--- src/ssp_pkg.sv ---
package ssp_pkg;
// ----------------------------------------
// Summary of operation
// - Idle: select high, data low, clock parked
// - Master drives clock pad, slave takes clock
// - Master starts only when enabled with queued data
// - Mode 00: data, half period, rising capture
// - Phase 0: select pulses high between words
// - Select rises one period after last capture
// - Mode 01: first edge rising, falling capture
// - Phase 1: select stays low between words
// - Mode 10: clock idles high, falling capture
// - Mode 11: first edge falling, rising capture
// - Control format: 8-bit word, n-bit reply received
// - Select fall loads word, drives its MSB
// - Control latched rising, reply latched rising
// - Select rises one period after reply, stores it
// - Continuous: next control byte follows at once
// - Continuous: reply stored on next falling edge
// - Slave samples on rising edges in modes 00, 11 and control format; falling in 01, 10
// - Frames MSB first, 4 to 16 bits
// ----------------------------------------
localparam int SSP_AW = 8;
localparam int SSP_DW = 16;
localparam int SSP_DEPTH = 8;
localparam int SSP_PW = 3;
localparam logic [SSP_AW-1:0] SSP_A_CTRL = 8'h00;
localparam logic [SSP_AW-1:0] SSP_A_DIV = 8'h04;
localparam logic [SSP_AW-1:0] SSP_A_DATA = 8'h08;
localparam logic [SSP_AW-1:0] SSP_A_STAT = 8'h0c;
localparam logic [3:0] SSP_SIZE_MIN = 4'h3;
localparam logic [5:0] SSP_CW_LAST = 6'h0e;
localparam logic [5:0] SSP_CW_QUIET = 6'h10;
localparam logic [5:0] SSP_CW_REPLY = 6'h11;
localparam logic [5:0] SSP_CW_FIRST = 6'h13;
localparam logic [7:0] SSP_DIV_RST = 8'h03;
typedef struct packed {
    logic [3:0] size_m1;
    logic cw;
    logic clock_phase_bit;
    logic clock_polarity_bit;
    logic master;
    logic en;
} ssp_cfg_t;
localparam ssp_cfg_t SSP_CFG_RST = '{size_m1: 4'h7, cw: 1'b0, clock_phase_bit: 1'b0,
    clock_polarity_bit: 1'b0, master: 1'b1, en: 1'b0};
typedef struct packed {
    logic [SSP_AW-1:0] addr;
    logic [31:0] wdata;
    logic wr;
    logic rd;
} ssp_bus_t;
typedef enum logic {SSP_IDLE, SSP_RUN} ssp_st_t;
endpackage

--- src/ssp_core.sv ---
module ssp_core (
    input wire logic mclk,
    input wire logic rst_b,
    input wire logic ce,
    input wire ssp_pkg::ssp_bus_t bus,
    output logic [31:0] rd_data,
    input wire logic serial_clock_line_in,
    output logic serial_clock_line_out,
    output logic serial_clock_line_oe,
    input wire logic frame_select_line_in,
    output logic frame_select_line_out,
    output logic frame_select_line_oe,
    output logic serial_out_line_out,
    output logic serial_out_line_oe,
    input wire logic serial_in_line
);
    import ssp_pkg::*;

    // ----------------------------------------
    // Pin synchronisers
    // ----------------------------------------
    logic [1:0] sck_q, fss_q, sin_q;
    logic sck_p_q, fss_p_q;
    always_ff @(posedge mclk) begin
        if (!rst_b) begin
            sck_q <= 2'h0;
            fss_q <= 2'h3;
            sin_q <= 2'h0;
            sck_p_q <= 1'b0;
            fss_p_q <= 1'b1;
        end else if (ce) begin
            sck_q <= {sck_q[0], serial_clock_line_in};
            fss_q <= {fss_q[0], frame_select_line_in};
            sin_q <= {sin_q[0], serial_in_line};
            sck_p_q <= sck_q[1];
            fss_p_q <= fss_q[1];
        end
    end

    // ----------------------------------------
    // Registers and FIFOs
    // ----------------------------------------
    ssp_cfg_t cfg_q, cfg_d;
    logic [7:0] div_q, div_d;
    logic [31:0] rd_data_q, rd_data_d;
    logic [SSP_DW-1:0] tx_mem_q [SSP_DEPTH];
    logic [SSP_DW-1:0] rx_mem_q [SSP_DEPTH];
    logic [SSP_PW-1:0] tx_wp_q, tx_rp_q, rx_wp_q, rx_rp_q;
    logic [SSP_PW:0] tx_cnt_q, rx_cnt_q, tx_cnt_d, rx_cnt_d;
    logic tx_push, tx_pop, rx_push, rx_pop, tx_any;
    logic [SSP_DW-1:0] tx_head, rx_val;
    ssp_st_t st_q;

    assign tx_head = tx_mem_q[tx_rp_q];
    assign tx_any = tx_cnt_q != '0;
    assign tx_push = bus.wr && bus.addr == SSP_A_DATA && !tx_cnt_q[SSP_PW];
    assign rx_pop = bus.rd && bus.addr == SSP_A_DATA && rx_cnt_q != '0;

    always_comb begin
        cfg_d = cfg_q;
        div_d = div_q;
        rd_data_d = 32'h0;
        tx_cnt_d = tx_cnt_q + (SSP_PW+1)'(tx_push) - (SSP_PW+1)'(tx_pop);
        rx_cnt_d = rx_cnt_q + (SSP_PW+1)'(rx_push && !rx_cnt_q[SSP_PW])
            - (SSP_PW+1)'(rx_pop);
        if (bus.wr && bus.addr == SSP_A_CTRL) begin
            cfg_d = bus.wdata[$bits(ssp_cfg_t)-1:0];
        end
        if (bus.wr && bus.addr == SSP_A_DIV) begin
            div_d = bus.wdata[7:0];
        end
        if (bus.rd) begin
            case (bus.addr)
                SSP_A_CTRL: rd_data_d = 32'(cfg_q);
                SSP_A_DIV: rd_data_d = {24'h0, div_q};
                SSP_A_DATA: rd_data_d = rx_pop ? {16'h0, rx_mem_q[rx_rp_q]} : 32'h0;
                SSP_A_STAT: rd_data_d = {27'h0, rx_cnt_q[SSP_PW], rx_cnt_q != '0,
                    tx_cnt_q[SSP_PW], !tx_any, st_q == SSP_RUN};
                default: rd_data_d = 32'h0;
            endcase
        end
    end

    always_ff @(posedge mclk) begin
        if (!rst_b) begin
            cfg_q <= SSP_CFG_RST;
            div_q <= SSP_DIV_RST;
            rd_data_q <= 32'h0;
            tx_wp_q <= '0;
            tx_rp_q <= '0;
            rx_wp_q <= '0;
            rx_rp_q <= '0;
            tx_cnt_q <= '0;
            rx_cnt_q <= '0;
        end else if (ce) begin
            cfg_q <= cfg_d;
            div_q <= div_d;
            rd_data_q <= rd_data_d;
            tx_cnt_q <= tx_cnt_d;
            rx_cnt_q <= rx_cnt_d;
            tx_wp_q <= tx_wp_q + SSP_PW'(tx_push);
            tx_rp_q <= tx_rp_q + SSP_PW'(tx_pop);
            rx_wp_q <= rx_wp_q + SSP_PW'(rx_push && !rx_cnt_q[SSP_PW]);
            rx_rp_q <= rx_rp_q + SSP_PW'(rx_pop);
        end
    end

    // Memories carry no reset; only the pointers define what is valid
    always_ff @(posedge mclk) begin
        if (ce && tx_push) begin
            tx_mem_q[tx_wp_q] <= bus.wdata[SSP_DW-1:0];
        end
        if (ce && rx_push && !rx_cnt_q[SSP_PW]) begin
            rx_mem_q[rx_wp_q] <= rx_val;
        end
    end
    assign rd_data = rd_data_q;

    // ----------------------------------------
    // Frame engine
    // ----------------------------------------
    logic [7:0] hcnt_q, hcnt_d;
    logic [5:0] k_q, k_d, kn, nn2, lastk;
    logic [4:0] n, sc_q, sc_d;
    logic [SSP_DW-1:0] txsh_q, txsh_d, rxsh_q, rxsh_d, algn;
    logic fs_q, fs_d, sclk_q, sclk_d, sdo_q, sdo_d, sdo_oe_q, sdo_oe_d;
    logic sclk_oe_q, cap_q, cap_d, ld_q, ld_d, act, tick;
    logic rise, fall, lead, trail, cap_e, lau_e, cspo, csph, idle_lvl;
    ssp_st_t st_d;

    always_comb begin
        n = {1'b0, (cfg_q.size_m1 < SSP_SIZE_MIN) ? SSP_SIZE_MIN : cfg_q.size_m1} + 5'h1;
        nn2 = {n, 1'b0};
        lastk = SSP_CW_REPLY + {n, 1'b0};
        // MSB first: the word is parked at the top of the shifter
        algn = tx_head << (5'h10 - n);
        idle_lvl = cfg_q.clock_polarity_bit && !cfg_q.cw;
        cspo = cfg_q.clock_polarity_bit && !cfg_q.cw;
        csph = cfg_q.clock_phase_bit && !cfg_q.cw;
        rise = sck_q[1] && !sck_p_q;
        fall = !sck_q[1] && sck_p_q;
        lead = cspo ? fall : rise;
        trail = cspo ? rise : fall;
        cap_e = csph ? trail : lead;
        lau_e = csph ? lead : trail;
        tick = hcnt_q == 8'h0;
        kn = k_q + 6'h1;
        hcnt_d = tick ? div_q : hcnt_q - 8'h1;
        st_d = st_q;
        k_d = k_q;
        sc_d = sc_q;
        ld_d = ld_q;
        txsh_d = txsh_q;
        rxsh_d = rxsh_q;
        fs_d = fs_q;
        sclk_d = sclk_q;
        sdo_d = sdo_q;
        cap_d = 1'b0;
        act = 1'b0;
        tx_pop = 1'b0;
        rx_push = 1'b0;
        rx_val = rxsh_q & ~(16'hffff << n);
        if (cfg_q.master) begin
            if (st_q == SSP_IDLE) begin
                fs_d = 1'b1;
                sdo_d = 1'b0;
                sclk_d = idle_lvl;
                if (tick && cfg_q.en && tx_any) begin
                    st_d = SSP_RUN;
                    fs_d = 1'b0;
                    k_d = 6'h0;
                    tx_pop = 1'b1;
                    if (cfg_q.cw) begin
                        sdo_d = tx_head[7];
                        txsh_d = {tx_head[6:0], 9'h0};
                    end else begin
                        txsh_d = algn;
                    end
                end
            end else if (tick) begin
                k_d = kn;
                if (!cfg_q.cw) begin
                    act = cfg_q.clock_phase_bit ? (kn[0] && kn < nn2)
                        : (!kn[0] && kn >= 6'h2 && kn <= nn2);
                    sclk_d = cfg_q.clock_polarity_bit ^ act;
                    if (kn[0] && kn < nn2) begin
                        sdo_d = txsh_q[15];
                        txsh_d = txsh_q << 1;
                    end
                    if (!kn[0] && kn >= 6'h2 && kn <= nn2) begin
                        rxsh_d = {rxsh_q[14:0], sin_q[1]};
                        cap_d = 1'b1;
                    end
                    if (cfg_q.clock_phase_bit && kn == nn2 + 6'h1 && cfg_q.en && tx_any) begin
                        rx_push = 1'b1;
                        tx_pop = 1'b1;
                        sdo_d = algn[15];
                        txsh_d = algn << 1;
                        sclk_d = !cfg_q.clock_polarity_bit;
                        k_d = 6'h1;
                    end else if (kn == nn2 + 6'h2) begin
                        // Phase 0 runs return through idle, so select pulses high
                        rx_push = 1'b1;
                        st_d = SSP_IDLE;
                        fs_d = 1'b1;
                        sdo_d = 1'b0;
                        sclk_d = idle_lvl;
                    end
                end else begin
                    sclk_d = kn[0] && kn <= lastk;
                    if (!kn[0] && kn <= SSP_CW_LAST) begin
                        sdo_d = txsh_q[15];
                        txsh_d = txsh_q << 1;
                    end
                    if (kn == SSP_CW_QUIET) begin
                        sdo_d = 1'b0;
                    end
                    if (kn[0] && kn >= SSP_CW_FIRST && kn <= lastk) begin
                        rxsh_d = {rxsh_q[14:0], sin_q[1]};
                        cap_d = 1'b1;
                    end
                    if (kn == lastk + 6'h1 && cfg_q.en && tx_any) begin
                        rx_push = 1'b1;
                        tx_pop = 1'b1;
                        sdo_d = tx_head[7];
                        txsh_d = {tx_head[6:0], 9'h0};
                        k_d = 6'h0;
                    end else if (kn == lastk + 6'h2) begin
                        rx_push = 1'b1;
                        st_d = SSP_IDLE;
                        fs_d = 1'b1;
                        sdo_d = 1'b0;
                    end
                end
            end
        end else begin
            fs_d = 1'b1;
            sclk_d = cspo;
            if (fss_q[1]) begin
                st_d = SSP_IDLE;
                sdo_d = 1'b0;
            end else if (fss_p_q) begin
                // Select just fell: fresh word, zeros if nothing queued
                st_d = SSP_RUN;
                sc_d = 5'h0;
                rxsh_d = 16'h0;
                ld_d = !csph;
                if (!csph) begin
                    tx_pop = tx_any;
                    sdo_d = tx_any && algn[15];
                    txsh_d = tx_any ? algn << 1 : 16'h0;
                end
            end else begin
                if (lau_e && ld_q) begin
                    sdo_d = txsh_q[15];
                    txsh_d = txsh_q << 1;
                end else if (lau_e && csph) begin
                    ld_d = 1'b1;
                    tx_pop = tx_any;
                    sdo_d = tx_any && algn[15];
                    txsh_d = tx_any ? algn << 1 : 16'h0;
                end
                if (cap_e) begin
                    rxsh_d = {rxsh_q[14:0], sin_q[1]};
                    cap_d = 1'b1;
                    sc_d = sc_q + 5'h1;
                    if (sc_q == n - 5'h1) begin
                        rx_val = {rxsh_q[14:0], sin_q[1]} & ~(16'hffff << n);
                        rx_push = 1'b1;
                        sc_d = 5'h0;
                        ld_d = 1'b0;
                    end
                end
            end
        end
        sdo_oe_d = cfg_q.master ? !fs_d : !fss_q[1];
    end

    always_ff @(posedge mclk) begin
        if (!rst_b) begin
            st_q <= SSP_IDLE;
            hcnt_q <= 8'h0;
            k_q <= 6'h0;
            sc_q <= 5'h0;
            ld_q <= 1'b0;
            txsh_q <= 16'h0;
            rxsh_q <= 16'h0;
            fs_q <= 1'b1;
            sclk_q <= 1'b0;
            sdo_q <= 1'b0;
            sdo_oe_q <= 1'b0;
            sclk_oe_q <= 1'b1;
            cap_q <= 1'b0;
        end else if (ce) begin
            st_q <= st_d;
            hcnt_q <= hcnt_d;
            k_q <= k_d;
            sc_q <= sc_d;
            ld_q <= ld_d;
            txsh_q <= txsh_d;
            rxsh_q <= rxsh_d;
            fs_q <= fs_d;
            sclk_q <= sclk_d;
            sdo_q <= sdo_d;
            sdo_oe_q <= sdo_oe_d;
            sclk_oe_q <= cfg_q.master;
            cap_q <= cap_d;
        end
    end

    assign serial_clock_line_out = sclk_q;
    assign serial_clock_line_oe = sclk_oe_q;
    assign frame_select_line_out = fs_q;
    assign frame_select_line_oe = sclk_oe_q;
    assign serial_out_line_out = sdo_q;
    assign serial_out_line_oe = sdo_oe_q;
endmodule

--- config.mk ---
export PLATFORM = sky130hd
export DESIGN_NAME = ssp_core
export DESIGN_NICKNAME = d
export VERILOG_FILES = /design/src/ssp_pkg.sv /design/src/ssp_core.sv
export SDC_FILE = /design/constraint.sdc
export NUM_CORES = 1
export LEC_CHECK = 0
export ABC_AREA = 1
export BUFFER_PORTS_ARGS = -buffer_cell sky130_fd_sc_hd__buf_2
export CORE_ASPECT_RATIO = 1.25
export CORE_MARGIN = 1
export CORE_UTILIZATION = 30
export CTS_CLUSTER_SIZE = 30
export DETAILED_ROUTE_END_ITERATION = 6
export PLACE_DENSITY = 0.49
export RECOVER_POWER = 50
export SLEW_MARGIN = 10
export SYNTH_ARGS = -nofsm -noshare
export SYNTH_HDL_FRONTEND = slang
export SYNTH_SLANG_ARGS = --single-unit
export TNS_END_PERCENT = 1
--- constraint.sdc ---
create_clock -name mclk -period 8.8 [get_ports mclk]
set_input_delay 1.32 -clock mclk [delete_from_list [all_inputs] [get_ports mclk]]
set_output_delay 1.32 -clock mclk [all_outputs]
set_load 0.03 [all_outputs]
==> flow_summary.toml <==
[placement]
port-buffer-count = 53
dp_hpwl_um = 37400
dp_cells = 3001
globalplace.congestion = 0.903

[setup_path]
cp_cell_sequence = "buf_2, clkbuf_1, inv_1, clkbuf_1, nor2_1, nand2_1, nor3_1, clkbuf_1"
cp.required_ns = 8.98
crit_fanout = 46
cp.arrival_ns = 6.67
end_kind = "flop"
r2r-start = "cfg_q[7]$_SDFFE_PN1P_"
rr_endpoint = "tx_cnt_q[2]$_SDFFE_PN0P_"
slowest_stage = "clkbuf_1"
crit_path_start_kind = "input pin"
r2r_cells = 22
cpPeakStageDelay_ns = 1.53
path_buf_inv = 5
r2r_slack_ns = 3.00
cpMostUsedCell = "clkbuf_1"
critPathTopFamily = "buffers and inverters"
crit_type = "in -> reg"

[timing]
min_period_ns = 6.49
setup_viol = 0
max_freq_ghz = 0.154
max_slew_margin_pct = -44.3
tightestPinTransition_ns = 2.16
drv_slew = 101
grt_setup_unrepaired = "no"
tns_ns = 0
hold_viol = 0
period_share_pct = 73.7
finalClockSkew_ns = 0.0214

[clocking]
clock_sinks = 381
cts_tree = "done"
cts_setup_buffers = 0
ctsHtreeMaxLevel = 2
cts_max_path_buffers = 3
cts_hold_buf = 0
cts-resized-gates = 0
path_clk_slew_ns = 0.06
clockRootBuffer = "clkbuf_16"
cts_inserted_buffers = 45
clkLatencyLatePin_ns = 0.59

[floorplanning]
row_count = 102
ioPinCount = 86
initial_utilization_pct = 30.5
die_h_um = 283
dieArea_um2 = 64300
die_w_um = 227
fp.coreArea_um2 = 62300

[global_route]
antenna_found_initial = 1
overflow = 0
grt_usage_pct = 17.8
grt_pass1_wl_um = 87700
grt_max_degree = 66
grt_pass1_vias = 14900

[logic_synthesis]
synth_flop_cell = "edfxtp_1"
synth_seq_cells = 381
synthArstFlopShare_pct = 0
synth_cell_type_count = 60
synth_area_per_cell_um2 = 8.68
synth_area_um2 = 19000
seq_area_frac_synth_pct = 53.6
synth_warnings = 0
synth-edff-count = 256
synthCells = 2189

[power]
power_density_nw_per_um2 = 191
leakage_nw = 8.28
vdd.ir_drop.worst_v = 0.000161

[final_layout]
final_cell_count_no_fill = 3084
drive_above_1_share_pct = 7.33
flow.area_growth_from_synthesis_pct = 12.1
num_antenna_cells = 0
fill_cells = 6528
final_nets = 2305

[min_path]
min_to = "hcnt_q[7]$_SDFFE_PN0P_"
hold_class = "reg -> reg"
min_from = "hcnt_q[7]$_SDFFE_PN0P_"
holdPathStages = 2

[detailed_routing]
drc = 0
firstDrtPassIters = 5
wl_per_cell_um = 18.5
post_drt_via_cell_ratio = 4.94
vias = 15200
final_antenna_net_count = 0
drt-total-wl_um = 57000
drt_iter0_markers = 999

[status]
violations = "max-capacitance violations, max-slew violations"
status = "finished with violations"

[run]
cap_viol_max_count = 3
==> cells by family after synthesis <==
kind of cell / count (synthesis) / share of synthesized area (%)
xor gates and xnor gates: 13 / 0.678
other: 1 / 0.0197
buffers and inverters: 322 / 7.21
adders and majority gates: 41 / 2.78
and+or+nand+nor: 1056 / 24.4
DFF: 381 / 53.6
AOI/OAI and AO/OA: 375 / 11.3
==> registers in the layout (all words and copies together) (netlist names), 4 cells and up, named ones only <==
| register | flops |
|---|---|
| rx_cnt_q | 4 |
| cfg_q | 9 |
| hcnt_q | 8 |
| tx_cnt_q | 4 |
| sc_q | 5 |
| rd_data | 16 |
| txsh_q | 16 |
| k_q | 6 |
| div_q | 8 |
| rx_mem_q | 128 |
| tx_mem_q | 128 |
| rxsh_q | 16 |
==> final cells by class <==
class / count / area, um2 / area share, %
Sequential cell: 381 / 10200 / 47.8
Multi-Input combinational cell: 1501 / 7480 / 35.1
Clock buffer: 58 / 1190 / 5.61
Tap cell: 832 / 1040 / 4.89
Inverter: 199 / 752 / 3.53
Timing Repair Buffer: 88 / 439 / 2.06
Clock inverter: 25 / 204 / 0.958
==> per-stage QoR <==
| step | power, mW | hold slack, ns | worst slack, ns | util (%) | instance area (um2) |
|---|---|---|---|---|---|
| 2_1_floorplan | 2.22 | 0.429 | 4.71 | - | 19100 |
| 3_3_place_gp | 2.32 | 0.445 | 3.12 | 32.2 | 20000 |
| 3_5_place_dp | 2.32 | 0.446 | 3.08 | 32.2 | 20000 |
| 6_report | 4.06 | 0.467 | 2.31 | 34.2 | 21300 |
| 5_1_grt | 4.22 | 0.487 | 1.88 | 34.2 | 21300 |
| 4_1_cts | 4.11 | 0.463 | 3.06 | 34.4 | 21400 |
==> worst reg2reg max path, stage by stage, from the launching register on <==
cell	delay, ns
dfxtp_1	0.95
inv_2	0.33
nand2_4	0.18
nand2_2	0.30
ha_1	0.38
ha_1	0.41
inv_1	0.13
ha_1	0.32
nand2_1	0.14
nor2_1	0.08
nand4_1	0.07
nor2_1	0.07
nor2_2	0.26
inv_1	0.25
nand4_1	0.20
nand3_1	0.23
ha_1	0.35
inv_1	0.04
ha_1	0.20
fa_1	0.41
xor2_1	0.17
o21ai_0	0.16
inv_1	0.07
==> metal layers <==
layer | vias to the layer above | track usage [%] | part of all wire [%]
met3 | 109 | 2.82 | 4.3
met4 | 0 | 6.56 | 3.4
met2 | 358 | 30.9 | 49
met5 | - | 0 | 0
li1 | 7505 | - | -
met1 | 7258 | 21.8 | 43
==> synthesized netlist by cell type, types with 3 or more instances <==
library cell  number  share of area (%)
ha_1              39                2.6
o221ai_1          38                1.8
dfxtp_1          125                 13
o21ai_0          163                4.3
clkinv_1           3              0.059
nor4_1             3              0.099
inv_1            180                3.6
nor2_2             6               0.20
nor2_1           212                4.2
xor2_1            10               0.46
buf_6              6               0.36
clkbuf_1          67                1.3
nor2_4             6               0.36
o211ai_1          10               0.40
nand4_1           34                1.1
a32oi_1            4               0.18
nand3_2            3               0.16
nand2_4            4               0.24
buf_2             17               0.45
edfxtp_1         256                 40
a21oi_1          107                2.8
a31oi_1            4               0.13
nor3_1            21               0.55
o2111ai_1          4               0.18
a211oi_1           6               0.24
nand3_1          234                6.2
o22ai_1            3              0.099
o21ai_1           23               0.61
nand2_2           10               0.33
nand2_1          507                 10
buf_4             24               0.95
buf_1              9               0.18
inv_2             13               0.26
==> layout by cell type, fill, tap and decap left out, types with 15 or more instances in the layout <==
master     count
nand3_1      234
buf_2         15
o21ai_1       23
nand4_1       34
conb_1        16
edfxtp_1     256
nand2_1      507
o21ai_0      163
inv_1        181
a21oi_1      107
nor2_1       213
clkbuf_1      60
nor3_1        21
dfxtp_1      124
ha_1          39
buf_4         24
o221ai_1      38
clkbuf_16     45
==> worst max path at each step <==
stage	start	endpoint	cells past startpoint
after floorplan	cfg_q[8]$_SDFFE_PN0P_	tx_cnt_q[2]$_SDFFE_PN0P_	23
after global placement	cfg_q[7]$_SDFFE_PN1P_	tx_cnt_q[2]$_SDFFE_PN0P_	22
after detailed placement	cfg_q[7]$_SDFFE_PN1P_	tx_cnt_q[2]$_SDFFE_PN0P_	22
after CTS	cfg_q[7]$_SDFFE_PN1P_	tx_cnt_q[2]$_SDFFE_PN0P_	22
after global routing	ce	tx_mem_q[2][14]$_DFFE_PP_	8
final	ce	tx_mem_q[4][3]$_DFFE_PP_	8
==> report_power, final <==
group,internal [mW],switching [mW]
clock,1.02,0.755
combinational,0.0935,0.244
sequential,1.92,0.0201
Note: power is estimated with default switching activity, not from simulation.
